--- config.mk ---
export PLATFORM = sky130hd
export DESIGN_NAME = tap_ctrl
export DESIGN_NICKNAME = d
export VERILOG_FILES = /design/src/core/tap_ctrl.v
export VERILOG_INCLUDE_DIRS = /design/src /design/src/core
export SDC_FILE = /design/constraint.sdc
export NUM_CORES = 1
export LEC_CHECK = 0
export BUFFER_PORTS_ARGS = -buffer_cell sky130_fd_sc_hd__buf_2
export CAP_MARGIN = 20
export CORE_MARGIN = 1
export CORE_UTILIZATION = 44
export CTS_BUF_LIST = sky130_fd_sc_hd__clkbuf_4 sky130_fd_sc_hd__clkbuf_8 sky130_fd_sc_hd__clkbuf_16
export CTS_CLUSTER_SIZE = 25
export DETAILED_ROUTE_END_ITERATION = 10
export PLACE_DENSITY = 0.68
export RECOVER_POWER = 50
export SLEW_MARGIN = 20
export SYNTH_ARGS = -nofsm -noshare
export SYNTH_HDL_FRONTEND = slang
export SYNTH_SLANG_ARGS = --single-unit
--- constraint.sdc ---
create_clock -name clk_sys -period 7.1 [get_ports clk_sys]
set_clock_uncertainty 0.2 [all_clocks]
set_input_delay 0.355 -clock clk_sys [delete_from_list [all_inputs] [get_ports clk_sys]]
set_output_delay 0.355 -clock clk_sys [all_outputs]
set_load 0.1 [all_outputs]
--- src/core/tap_ctrl_regs.vh ---
`ifndef TAP_CTRL_REGS_VH
`define TAP_CTRL_REGS_VH

// controller states, binary coded
`define ST_RESET      4'h0
`define ST_IDLE       4'h1
`define ST_SEL_DR     4'h2
`define ST_CAP_DR     4'h3
`define ST_SHIFT_DR   4'h4
`define ST_EXIT1_DR   4'h5
`define ST_PAUSE_DR   4'h6
`define ST_EXIT2_DR   4'h7
`define ST_UPD_DR     4'h8
`define ST_SEL_IR     4'h9
`define ST_CAP_IR     4'hA
`define ST_SHIFT_IR   4'hB
`define ST_EXIT1_IR   4'hC
`define ST_PAUSE_IR   4'hD
`define ST_EXIT2_IR   4'hE
`define ST_UPD_IR     4'hF

// instruction codes
`define IR_W          3
`define INS_EXTEST    3'h0
`define INS_IDCODE    3'h1
`define INS_SAMPLE    3'h2
`define INS_CLAMP     3'h3
`define INS_BYPASS    3'h7
`define IR_CAPTURE    3'h4

// boundary chain, cells 1..36 (bit index = cell number - 1)
`define BSR_LEN       36
`define ID_LEN        32
// neutral identification value, arbitrary
`define ID_VALUE      32'h10000001

`endif

--- src/core/tap_ctrl.v ---
// Function
// - controller has exactly sixteen states
// - transitions follow tms at rising tck
// - test-logic-reset keeps test logic disabled
// - entering reset loads identification instruction
// - five high tms edges force reset
// - stay in reset while tms high
// - idle holds on low, high goes select-dr
// - select-dr: low capture, high select-ir
// - capture boundary pins only for extest/sample
// - capture-dr: high exit1, low shift
// - shift-dr moves selected register toward tdo
// - exit1-dr: high update, low pause
// - pause-dr holds on low, high exit2
// - exit2-dr: high update, low shift
// - exit and pause states hold registers
// - chain cells 1, 4-7 observe inputs
// - update-dr latches outputs on falling tck, for extest/sample only
// - capture-ir loads fixed pattern 100
// - select-ir: low capture-ir, high reset
// - update-ir latches instruction on falling tck
`timescale 1ns/10ps
`include "tap_ctrl_regs.vh"

module tap_ctrl #(
  parameter BSR_LEN = `BSR_LEN
) (
  input wire clk_sys,
  input wire nrst,
  input wire tck,
  input wire tms,
  input wire tdi,
  output reg tdo,
  output reg tdo_oe_n,
  input wire [BSR_LEN-1:0] bsr_pins_in,
  input wire oscillator_input,
  input wire [2:0] clk_sel_in,
  input wire reset_pin_in,
  output reg [BSR_LEN-1:0] bsr_out,
  output reg [`IR_W-1:0] instr,
  output wire test_logic_en,
  output reg [3:0] tap_state
);

  // link inputs cross into clk_sys before anything looks at them
  reg [2:0] sync1_reg;
  reg [2:0] sync2_reg;
  reg tck_prev_reg;
  always @(posedge clk_sys) begin
    if (!nrst) begin
      sync1_reg <= 3'h0;
      sync2_reg <= 3'h0;
      tck_prev_reg <= 1'b0;
    end else begin
      sync1_reg <= {tck, tms, tdi};
      sync2_reg <= sync1_reg;
      tck_prev_reg <= sync2_reg[2];
    end
  end
  wire tck_s = sync2_reg[2];
  wire tms_s = sync2_reg[1];
  wire tdi_s = sync2_reg[0];
  wire tck_rise = tck_s & ~tck_prev_reg;
  wire tck_fall = ~tck_s & tck_prev_reg;

  reg [3:0] state_next;
  reg [`IR_W-1:0] ir_sh_reg;
  reg [BSR_LEN-1:0] bsr_sh_reg;
  reg [`ID_LEN-1:0] id_sh_reg;
  reg byp_reg;

  // observed pins are asynchronous too; two flops before capture
  reg [BSR_LEN-1:0] pins_s1_reg;
  reg [BSR_LEN-1:0] pins_s2_reg;
  reg [4:0] fixed_s1_reg;
  reg [4:0] fixed_s2_reg;
  always @(posedge clk_sys) begin
    if (!nrst) begin
      pins_s1_reg <= {BSR_LEN{1'b0}};
      pins_s2_reg <= {BSR_LEN{1'b0}};
      fixed_s1_reg <= 5'h00;
      fixed_s2_reg <= 5'h00;
    end else begin
      pins_s1_reg <= bsr_pins_in;
      pins_s2_reg <= pins_s1_reg;
      fixed_s1_reg <= {reset_pin_in, clk_sel_in, oscillator_input};
      fixed_s2_reg <= fixed_s1_reg;
    end
  end

  // cells 1 and 4..7 observe fixed inputs; others come from the pin vector
  reg [BSR_LEN-1:0] bsr_capture;
  always @* begin
    bsr_capture = pins_s2_reg;
    bsr_capture[0] = fixed_s2_reg[0];
    bsr_capture[3] = fixed_s2_reg[3];
    bsr_capture[4] = fixed_s2_reg[2];
    bsr_capture[5] = fixed_s2_reg[1];
    bsr_capture[6] = fixed_s2_reg[4];
  end

  function bsr_selected;
    input [`IR_W-1:0] ins;
    begin
      bsr_selected = (ins == `INS_EXTEST) || (ins == `INS_SAMPLE);
    end
  endfunction

  // sixteen-state next-state table
  always @* begin
    case (tap_state)
      `ST_RESET: state_next = tms_s ? `ST_RESET : `ST_IDLE;
      `ST_IDLE: state_next = tms_s ? `ST_SEL_DR : `ST_IDLE;
      `ST_SEL_DR: state_next = tms_s ? `ST_SEL_IR : `ST_CAP_DR;
      `ST_CAP_DR: state_next = tms_s ? `ST_EXIT1_DR : `ST_SHIFT_DR;
      `ST_SHIFT_DR: state_next = tms_s ? `ST_EXIT1_DR : `ST_SHIFT_DR;
      `ST_EXIT1_DR: state_next = tms_s ? `ST_UPD_DR : `ST_PAUSE_DR;
      `ST_PAUSE_DR: state_next = tms_s ? `ST_EXIT2_DR : `ST_PAUSE_DR;
      `ST_EXIT2_DR: state_next = tms_s ? `ST_UPD_DR : `ST_SHIFT_DR;
      `ST_UPD_DR: state_next = tms_s ? `ST_SEL_DR : `ST_IDLE;
      `ST_SEL_IR: state_next = tms_s ? `ST_RESET : `ST_CAP_IR;
      `ST_CAP_IR: state_next = tms_s ? `ST_EXIT1_IR : `ST_SHIFT_IR;
      `ST_SHIFT_IR: state_next = tms_s ? `ST_EXIT1_IR : `ST_SHIFT_IR;
      `ST_EXIT1_IR: state_next = tms_s ? `ST_UPD_IR : `ST_PAUSE_IR;
      `ST_PAUSE_IR: state_next = tms_s ? `ST_EXIT2_IR : `ST_PAUSE_IR;
      `ST_EXIT2_IR: state_next = tms_s ? `ST_UPD_IR : `ST_SHIFT_IR;
      `ST_UPD_IR: state_next = tms_s ? `ST_SEL_DR : `ST_IDLE;
      default: state_next = `ST_RESET;
    endcase
  end

  // five high edges always land in reset: every path reaches it within five
  always @(posedge clk_sys) begin
    if (!nrst) begin
      tap_state <= `ST_RESET;
    end else if (tck_rise) begin
      tap_state <= state_next;
    end
  end

  // rising-edge work: capture and shift; other states leave registers alone
  always @(posedge clk_sys) begin
    if (!nrst) begin
      ir_sh_reg <= `INS_IDCODE;
      bsr_sh_reg <= {BSR_LEN{1'b0}};
      id_sh_reg <= `ID_VALUE;
      byp_reg <= 1'b0;
    end else if (tck_rise) begin
      case (tap_state)
        `ST_CAP_DR: begin
          if (bsr_selected(instr)) begin
            bsr_sh_reg <= bsr_capture;
          end
          if (instr == `INS_IDCODE) begin
            id_sh_reg <= `ID_VALUE;
          end
          byp_reg <= 1'b0;
        end
        `ST_SHIFT_DR: begin
          if (bsr_selected(instr)) begin
            bsr_sh_reg <= {tdi_s, bsr_sh_reg[BSR_LEN-1:1]};
          end else if (instr == `INS_IDCODE) begin
            id_sh_reg <= {tdi_s, id_sh_reg[`ID_LEN-1:1]};
          end else begin
            byp_reg <= tdi_s;
          end
        end
        `ST_CAP_IR: ir_sh_reg <= `IR_CAPTURE;
        `ST_SHIFT_IR: ir_sh_reg <= {tdi_s, ir_sh_reg[`IR_W-1:1]};
        default: ir_sh_reg <= ir_sh_reg;
      endcase
    end
  end

  // serial output of the register currently in the path
  reg tdo_next;
  always @* begin
    if (tap_state == `ST_SHIFT_IR) begin
      tdo_next = ir_sh_reg[0];
    end else if (bsr_selected(instr)) begin
      tdo_next = bsr_sh_reg[0];
    end else if (instr == `INS_IDCODE) begin
      tdo_next = id_sh_reg[0];
    end else begin
      tdo_next = byp_reg;
    end
  end

  // falling-edge work: updates and tdo
  always @(posedge clk_sys) begin
    if (!nrst) begin
      instr <= `INS_IDCODE;
      bsr_out <= {BSR_LEN{1'b0}};
      tdo <= 1'b0;
      tdo_oe_n <= 1'b1;
    end else if (tap_state == `ST_RESET) begin
      instr <= `INS_IDCODE;
      tdo_oe_n <= 1'b1;
    end else if (tck_fall) begin
      if (tap_state == `ST_UPD_DR && bsr_selected(instr)) begin
        bsr_out <= bsr_sh_reg;
      end
      if (tap_state == `ST_UPD_IR) begin
        instr <= ir_sh_reg;
      end
      // released except while a register is being shifted out
      tdo <= tdo_next;
      tdo_oe_n <= ~((tap_state == `ST_SHIFT_DR) || (tap_state == `ST_SHIFT_IR));
    end
  end

  // test logic inactive in reset, functional pins untouched
  assign test_logic_en = (tap_state != `ST_RESET);

endmodule // tap_ctrl

After elaboration in Yosys (flattened, before gate mapping)
Index checks and enable logic that the tools add are counted.
{"block": "totals", "regBits": 206, "latchBits": 0, "mem_bits_rw": 0, "mem_bits_ro": 0, "in_bits": 46, "out_inout_bits": 46, "wordCells": 92, "mem_count": 0}
{"block": "op_classes", "add_sub_neg": 0, "multipliers": 0, "div": 0, "n_lt_le_gt_ge": 0, "n_eq_ne": 23, "shift": 0, "mux": 27, "bitwise": 7, "reduce_logical": 19}
{"operator": "$mux W32", "count": 3}
{"operator": "$mux W36", "count": 2}
{"operator": "$pmux W36 S2", "count": 1}
{"operator": "$pmux W32 S2", "count": 1}
{"operator": "$pmux W4 S12", "count": 1}
{"operator": "$eq A4 B4 Y1 const B", "count": 8}
{"operator": "$eq A4 B3 Y1 const B", "count": 4}
{"operator": "$mux W4", "count": 4}
{"operator": "$ne A2 B2 Y1 const B", "count": 6}
{"operator": "$eq A4 B2 Y1 const B", "count": 2}
{"operator": "$mux W1", "count": 8}
{"operator": "$reduce_and A4 Y1", "count": 2}
{"operator": "$mux W2", "count": 3}
{"operator": "$mux W3", "count": 2}
{"operator": "$pmux W3 S2", "count": 1}
{"operator": "$reduce_and A2 Y1", "count": 3}
{"operator": "$reduce_or A2 Y1", "count": 3}
{"operator": "$not A1 Y1", "count": 5}
{"operator": "$reduce_and A5 Y1", "count": 1}
{"operator": "$eq A4 B1 Y1 const B", "count": 1}
{"operator": "$logic_not A4 Y1", "count": 1}
{"operator": "$reduce_bool A2 Y1", "count": 2}
{"operator": "$reduce_bool A4 Y1", "count": 1}
{"operator": "$eq A3 B1 Y1 const B", "count": 1}
{"operator": "other kinds (8)", "count": 10}

Depth between registers and ports, before layout
{"block": "logic_depth", "ltp_word": 4, "mapped_depth": 7, "mapped_depth_nobuf": 4}

Least setup slack after synthesis
Ideal clock, no wire load.
{"block": "synth_path", "path_kind": "register -> register", "startpoint": "register tap_state[2]", "endpoint": "register tdo_oe_n", "setup_ns": 0.122, "arrival_ns": 2.768, "required_time_ns": 6.778, "setup_slack_ns": 4.010, "path_stages_with_launch": 6, "n_path_buf": 2, "period_less_slack_ns": 3.090, "path_cell_list": "dfxtp_1 buf_2 or4_1 clkbuf_1 nand2_1 a311o_1"}
{"block": "synth_via", "elab_chain_cells": 3, "elab_cells_between_ends": 6, "classes_between": "2 x eq/ne; 1 x bitwise; 3 x reduce/logical"}
{"element": "from (decl)", "line": "tap_ctrl.v:42", "rtl": "output reg [3:0] tap_state"}
{"element": "from (signal assigned)", "line": "tap_ctrl.v:135", "rtl": "tap_state <= `ST_RESET;"}
{"element": "from (signal assigned)", "line": "tap_ctrl.v:137", "rtl": "tap_state <= state_next;"}
{"element": "$eq A4 B3 Y1 or $eq A4 B4 Y1 (tied branches)"}
{"element": "$logic_or A1 B1 Y1", "line": "tap_ctrl.v:208", "rtl": "tdo_oe_n <= ~((tap_state == `ST_SHIFT_DR) || (tap_state == `ST_SHIFT_IR));"}
{"element": "$not A1 Y1", "line": "tap_ctrl.v:208"}
{"element": "to (signal assigned)", "line": "tap_ctrl.v:208"}
{"element": "to (decl)", "line": "tap_ctrl.v:34", "rtl": "output reg tdo_oe_n,"}
Parallel ways exist; a longest one is shown, timed or not.
A chain may end at the register's enable or synchronous reset.

Worst setup path after layout
{"block": "layout_path", "startpoint": "register tap_state[2]", "endpoint": "register bsr_sh_reg[19]"}
{"block": "layout_via", "elab_chain_cells": 3, "elab_cells_between_ends": 7, "classes_between": "4 x eq/ne; 1 x mux; 2 x reduce/logical"}
{"element": "$eq A4 B2 Y1 or $eq A4 B3 Y1 (tied branches)", "line": "tap_ctrl.v:149", "rtl": "case (tap_state)"}
{"element": "$ne A2 B2 Y1 (no source line) or $reduce_bool A2 Y1 (tied branches)"}
{"element": "$reduce_and A4 Y1 (no source line)"}
{"element": "to (signal assigned)", "line": "tap_ctrl.v:145", "rtl": "bsr_sh_reg <= {BSR_LEN{1'b0}};"}
{"element": "to (signal assigned)", "line": "tap_ctrl.v:152", "rtl": "bsr_sh_reg <= bsr_capture;"}
{"element": "to (signal assigned)", "line": "tap_ctrl.v:161", "rtl": "bsr_sh_reg <= {tdi_s, bsr_sh_reg[BSR_LEN-1:1]};"}
{"element": "to (decl)", "line": "tap_ctrl.v:68", "rtl": "reg [BSR_LEN-1:0] bsr_sh_reg;"}
Parallel ways exist; a longest one is shown, timed or not.

==> results.sh <==
export IMPL_min_path_cells=1
export IMPL_viasPerCell=4.92
export IMPL_cts_root_buf="clkbuf_16"
export IMPL_cp_required_ps=7240
export IMPL_p_leak_nw=2.93
export IMPL_dieArea_um2=16800
export IMPL_p_per_area_nw_per_um2=248
export IMPL_die_y_um=130
export IMPL_clock_path_buffers=2
export IMPL_end_kind="flip-flop"
export IMPL_maxSlewHeadroom_pct=19.3
export IMPL_reg2reg_setup_slack_ps=4120
export IMPL_cts_inserted_buffers=17
export IMPL_ios=92
export IMPL_hold_path_class="flip-flop to flip-flop"
export IMPL_synthArstFlopShare_pct=0
export IMPL_r2r_end="bsr_sh_reg[19]"
export IMPL_synth_warnings=0
export IMPL_io_buffers=86
export IMPL_die_x_um=130
export IMPL_vias=5408
export IMPL_synthDistinctLibCells=45
export IMPL_antenna_left=0
export IMPL_r2r_start="tap_state[2]"
export IMPL_fillCellCount=1468
export IMPL_cts_tree="built"
export IMPL_place_congestion=0.821
export IMPL_worstPathMaxFanout=72
export IMPL_worstPathArrival_ps=3120
export IMPL_start_util_pct=45.1
export IMPL_crit_family="buffers and inverters"
export IMPL_post_cts_buffers=0
export IMPL_drive_above_1_share_pct=14.0
export IMPL_utilization_pct=53.9
export IMPL_seq_area_frac_synth_pct=54.8
export IMPL_antenna_found_initial=0
export IMPL_seqCellArea_um2=3920
export IMPL_grt_usage_pct=17.5
export IMPL_multi_input_area_um2=2940
export IMPL_hold_end="sync2_reg[0]"
export IMPL_min_from="sync1_reg[0]"
export IMPL_grt_overflow=0
export IMPL_routed_wl_um=14200
export IMPL_maxCapViolations=0
export IMPL_crit_path_top_delay_cell="buf_4"
export IMPL_clk_pin_slew_worst_paths_ps=70
export IMPL_grt_pass1_vias=4772
export IMPL_vdd_ir_drop_worst_mv=0.157
export IMPL_ff2ff_path_depth=5
export IMPL_grt_max_degree=139
export IMPL_period_minus_slack_ps=2980
export IMPL_outcome="finished, final reports clean"
export IMPL_syn2layout_area_growth_pct=19.6
export IMPL_synthFlopType="dfxtp_1"
export IMPL_postSynthCellCount=786
export IMPL_synth_edff_count=0
export IMPL_period_share_pct=42.0
export IMPL_crit_chain="or3b_4, a2111oi_4, buf_4, nor2_1, a311oi_2"
export IMPL_hold_violations=0
export IMPL_rsz0062_at_grt="no"
export IMPL_fin_nets=918
export IMPL_setup_viol=0
export IMPL_startpoint_type="flip-flop"
export IMPL_worst_pin_slew_ps=1220
export IMPL_rows=46
export IMPL_drt_wirelength_per_cell_um=12.9
export IMPL_drcViolationCount=0
export IMPL_clock_sinks=196
export IMPL_drtIter0Drc=313
export IMPL_dp_hpwl_um=8200
export IMPL_synth_area_um2=7160
export IMPL_core_area_um2=15900
export IMPL_path_buf_inv=1
export IMPL_htree_levels=4
export IMPL_cpPeakStageDelay_ps=750
export IMPL_insertion_delay_ps=430
export IMPL_fmax_mhz=336
export IMPL_synth_net_count=832
export IMPL_fin_tns_setup_ps=0
export IMPL_grt_first_pass_wirelength_um=23100
export IMPL_post_synth_cell_area_avg_um2=9.11
export IMPL_synth_seq_cells=196
export IMPL_slew_violations=0
export IMPL_drtPass1Iterations=4
export IMPL_path_class="flip-flop to flip-flop"
[through the flow]
stage	area, µm²	hold WS (ps)	worst slack, ps	instances	power, mW
2_1_floorplan	7160	212	4010	786	1.20
3_3_place_gp	7640	214	4210	1029	1.21
3_5_place_dp	7640	217	4120	1029	1.21
4_1_cts	8600	234	4110	1099	2.14
5_1_grt	8560	238	3960	1099	2.20
6_report	8560	233	4120	1100	2.12
[routing by layer]
metal / up-vias / track usage (%) / part of all wire (%) / wire length (µm)
li1: 2819 / - / - / -
met1: 2477 / 22.9 / 48 / 6860
met2: 94 / 27.7 / 47 / 6690
met3: 18 / 4.09 / 3.3 / 473
met4: 0 / 7.11 / 1.4 / 198
met5: - / 0 / 0 / 0
[cells by family (layout without fill, tap and decap cells)]
kind of cell | count (synthesis) | after routing | synth area share (%)
simple gates | 374 | 374 | 24.7
flops | 196 | 196 | 54.8
compound gates | 143 | 143 | 15.9
buf+inv | 71 | 168 | 4.25
xor+xnor | 1 | 1 | 0.122
mux | 1 | 1 | 0.140
other cells | 0 | 1 | 0
[final cells by class]
| type | instances | share of cell area (%) |
|---|---|---|
| Antenna cell | 1 | 0.0292 |
| Clock buffer | 18 | 5.13 |
| Clock inverter | 12 | 1.48 |
| Inverter | 4 | 0.190 |
| Multi-Input combinational cell | 519 | 34.3 |
| Sequential cell | 196 | 45.8 |
| Tap cell | 216 | 3.16 |
| Timing Repair Buffer | 134 | 9.87 |
[placed cells by master (no fill, tap or decap), types with 2 or more instances in the layout]
cell / synthesis / layout
dfxtp_1: 196 / 196
or3b_2: 2 / 2
and2_0: 0 / 8
buf_4: 1 / 7
a31oi_1: 2 / 2
inv_1: 4 / 3
nor2_1: 46 / 46
dlygate4sd3_1: 0 / 40
clkbuf_16: 0 / 17
nand4_1: 2 / 2
nand3b_1: 2 / 2
a311oi_2: 34 / 34
nand2_1: 155 / 155
nor3_1: 3 / 3
a311oi_1: 3 / 3
clkinv_2: 0 / 3
clkinvlp_4: 0 / 2
nand3_1: 68 / 68
clkbuf_1: 51 / 40
o21ai_0: 39 / 39
buf_2: 3 / 46
inv_6: 0 / 3
o221ai_1: 2 / 2
a21oi_1: 51 / 51
clkinv_4: 0 / 2
nor2b_1: 7 / 7
and2_1: 80 / 72
[cell usage after synthesis, types with 2 or more instances]
master	count	share of area, %
a21oi_1	51	3.6
a311oi_1	3	0.37
a311oi_2	34	7.1
a31oi_1	2	0.17
and2_1	80	7.0
buf_1	8	0.42
buf_2	3	0.21
buf_6	4	0.63
clkbuf_1	51	2.7
dfxtp_1	196	55
inv_1	4	0.21
nand2_1	155	8.1
nand3_1	68	4.8
nand3b_1	2	0.21
nand4_1	2	0.17
nor2_1	46	2.4
nor2b_1	7	0.61
nor3_1	3	0.21
o21ai_0	39	2.7
o221ai_1	2	0.24
or3b_2	2	0.24
[worst register-to-register path: stages, from the launching register on]
cell and delay, ps:
dfxtp_1 680, or3b_4 480, a2111oi_4 340, buf_4 750, nor2_1 150, a311oi_2 300
[where the power goes]
group          internal [mW]  leakage (nW)  switching, mW
Sequential              1.12          1.60        0.00776
Clock                  0.497         0.274          0.420
Combinational         0.0373          1.06         0.0414
Total                   1.65          2.93          0.469
[how the worst max path moves through the flow]
| stage | startpoint | to | slack, ps | cells past startpoint |
|---|---|---|---|---|
| global placement | tap_state[2] | bsr_sh_reg[32] | 4210 | 5 |
| global route | tap_state[2] | bsr_sh_reg[22] | 3960 | 5 |
| floorplan | tap_state[2] | tdo_oe_n | 4010 | 5 |
| detailed placement | tap_state[2] | bsr_sh_reg[19] | 4120 | 5 |
| CTS | tap_state[2] | bsr_sh_reg[19] | 4110 | 5 |
| finish | tap_state[2] | bsr_sh_reg[19] | 4120 | 5 |
[what timing repair did]
action / 4_1_cts / 5_1_grt
endpoints found under the hold margin: 41 / 0
resized for setup: 0 / 0
hold buffers: 40 / 0
endpoints found under the setup margin: 0 / 0
No activity file was read; power rests on OpenSTA's default activity.
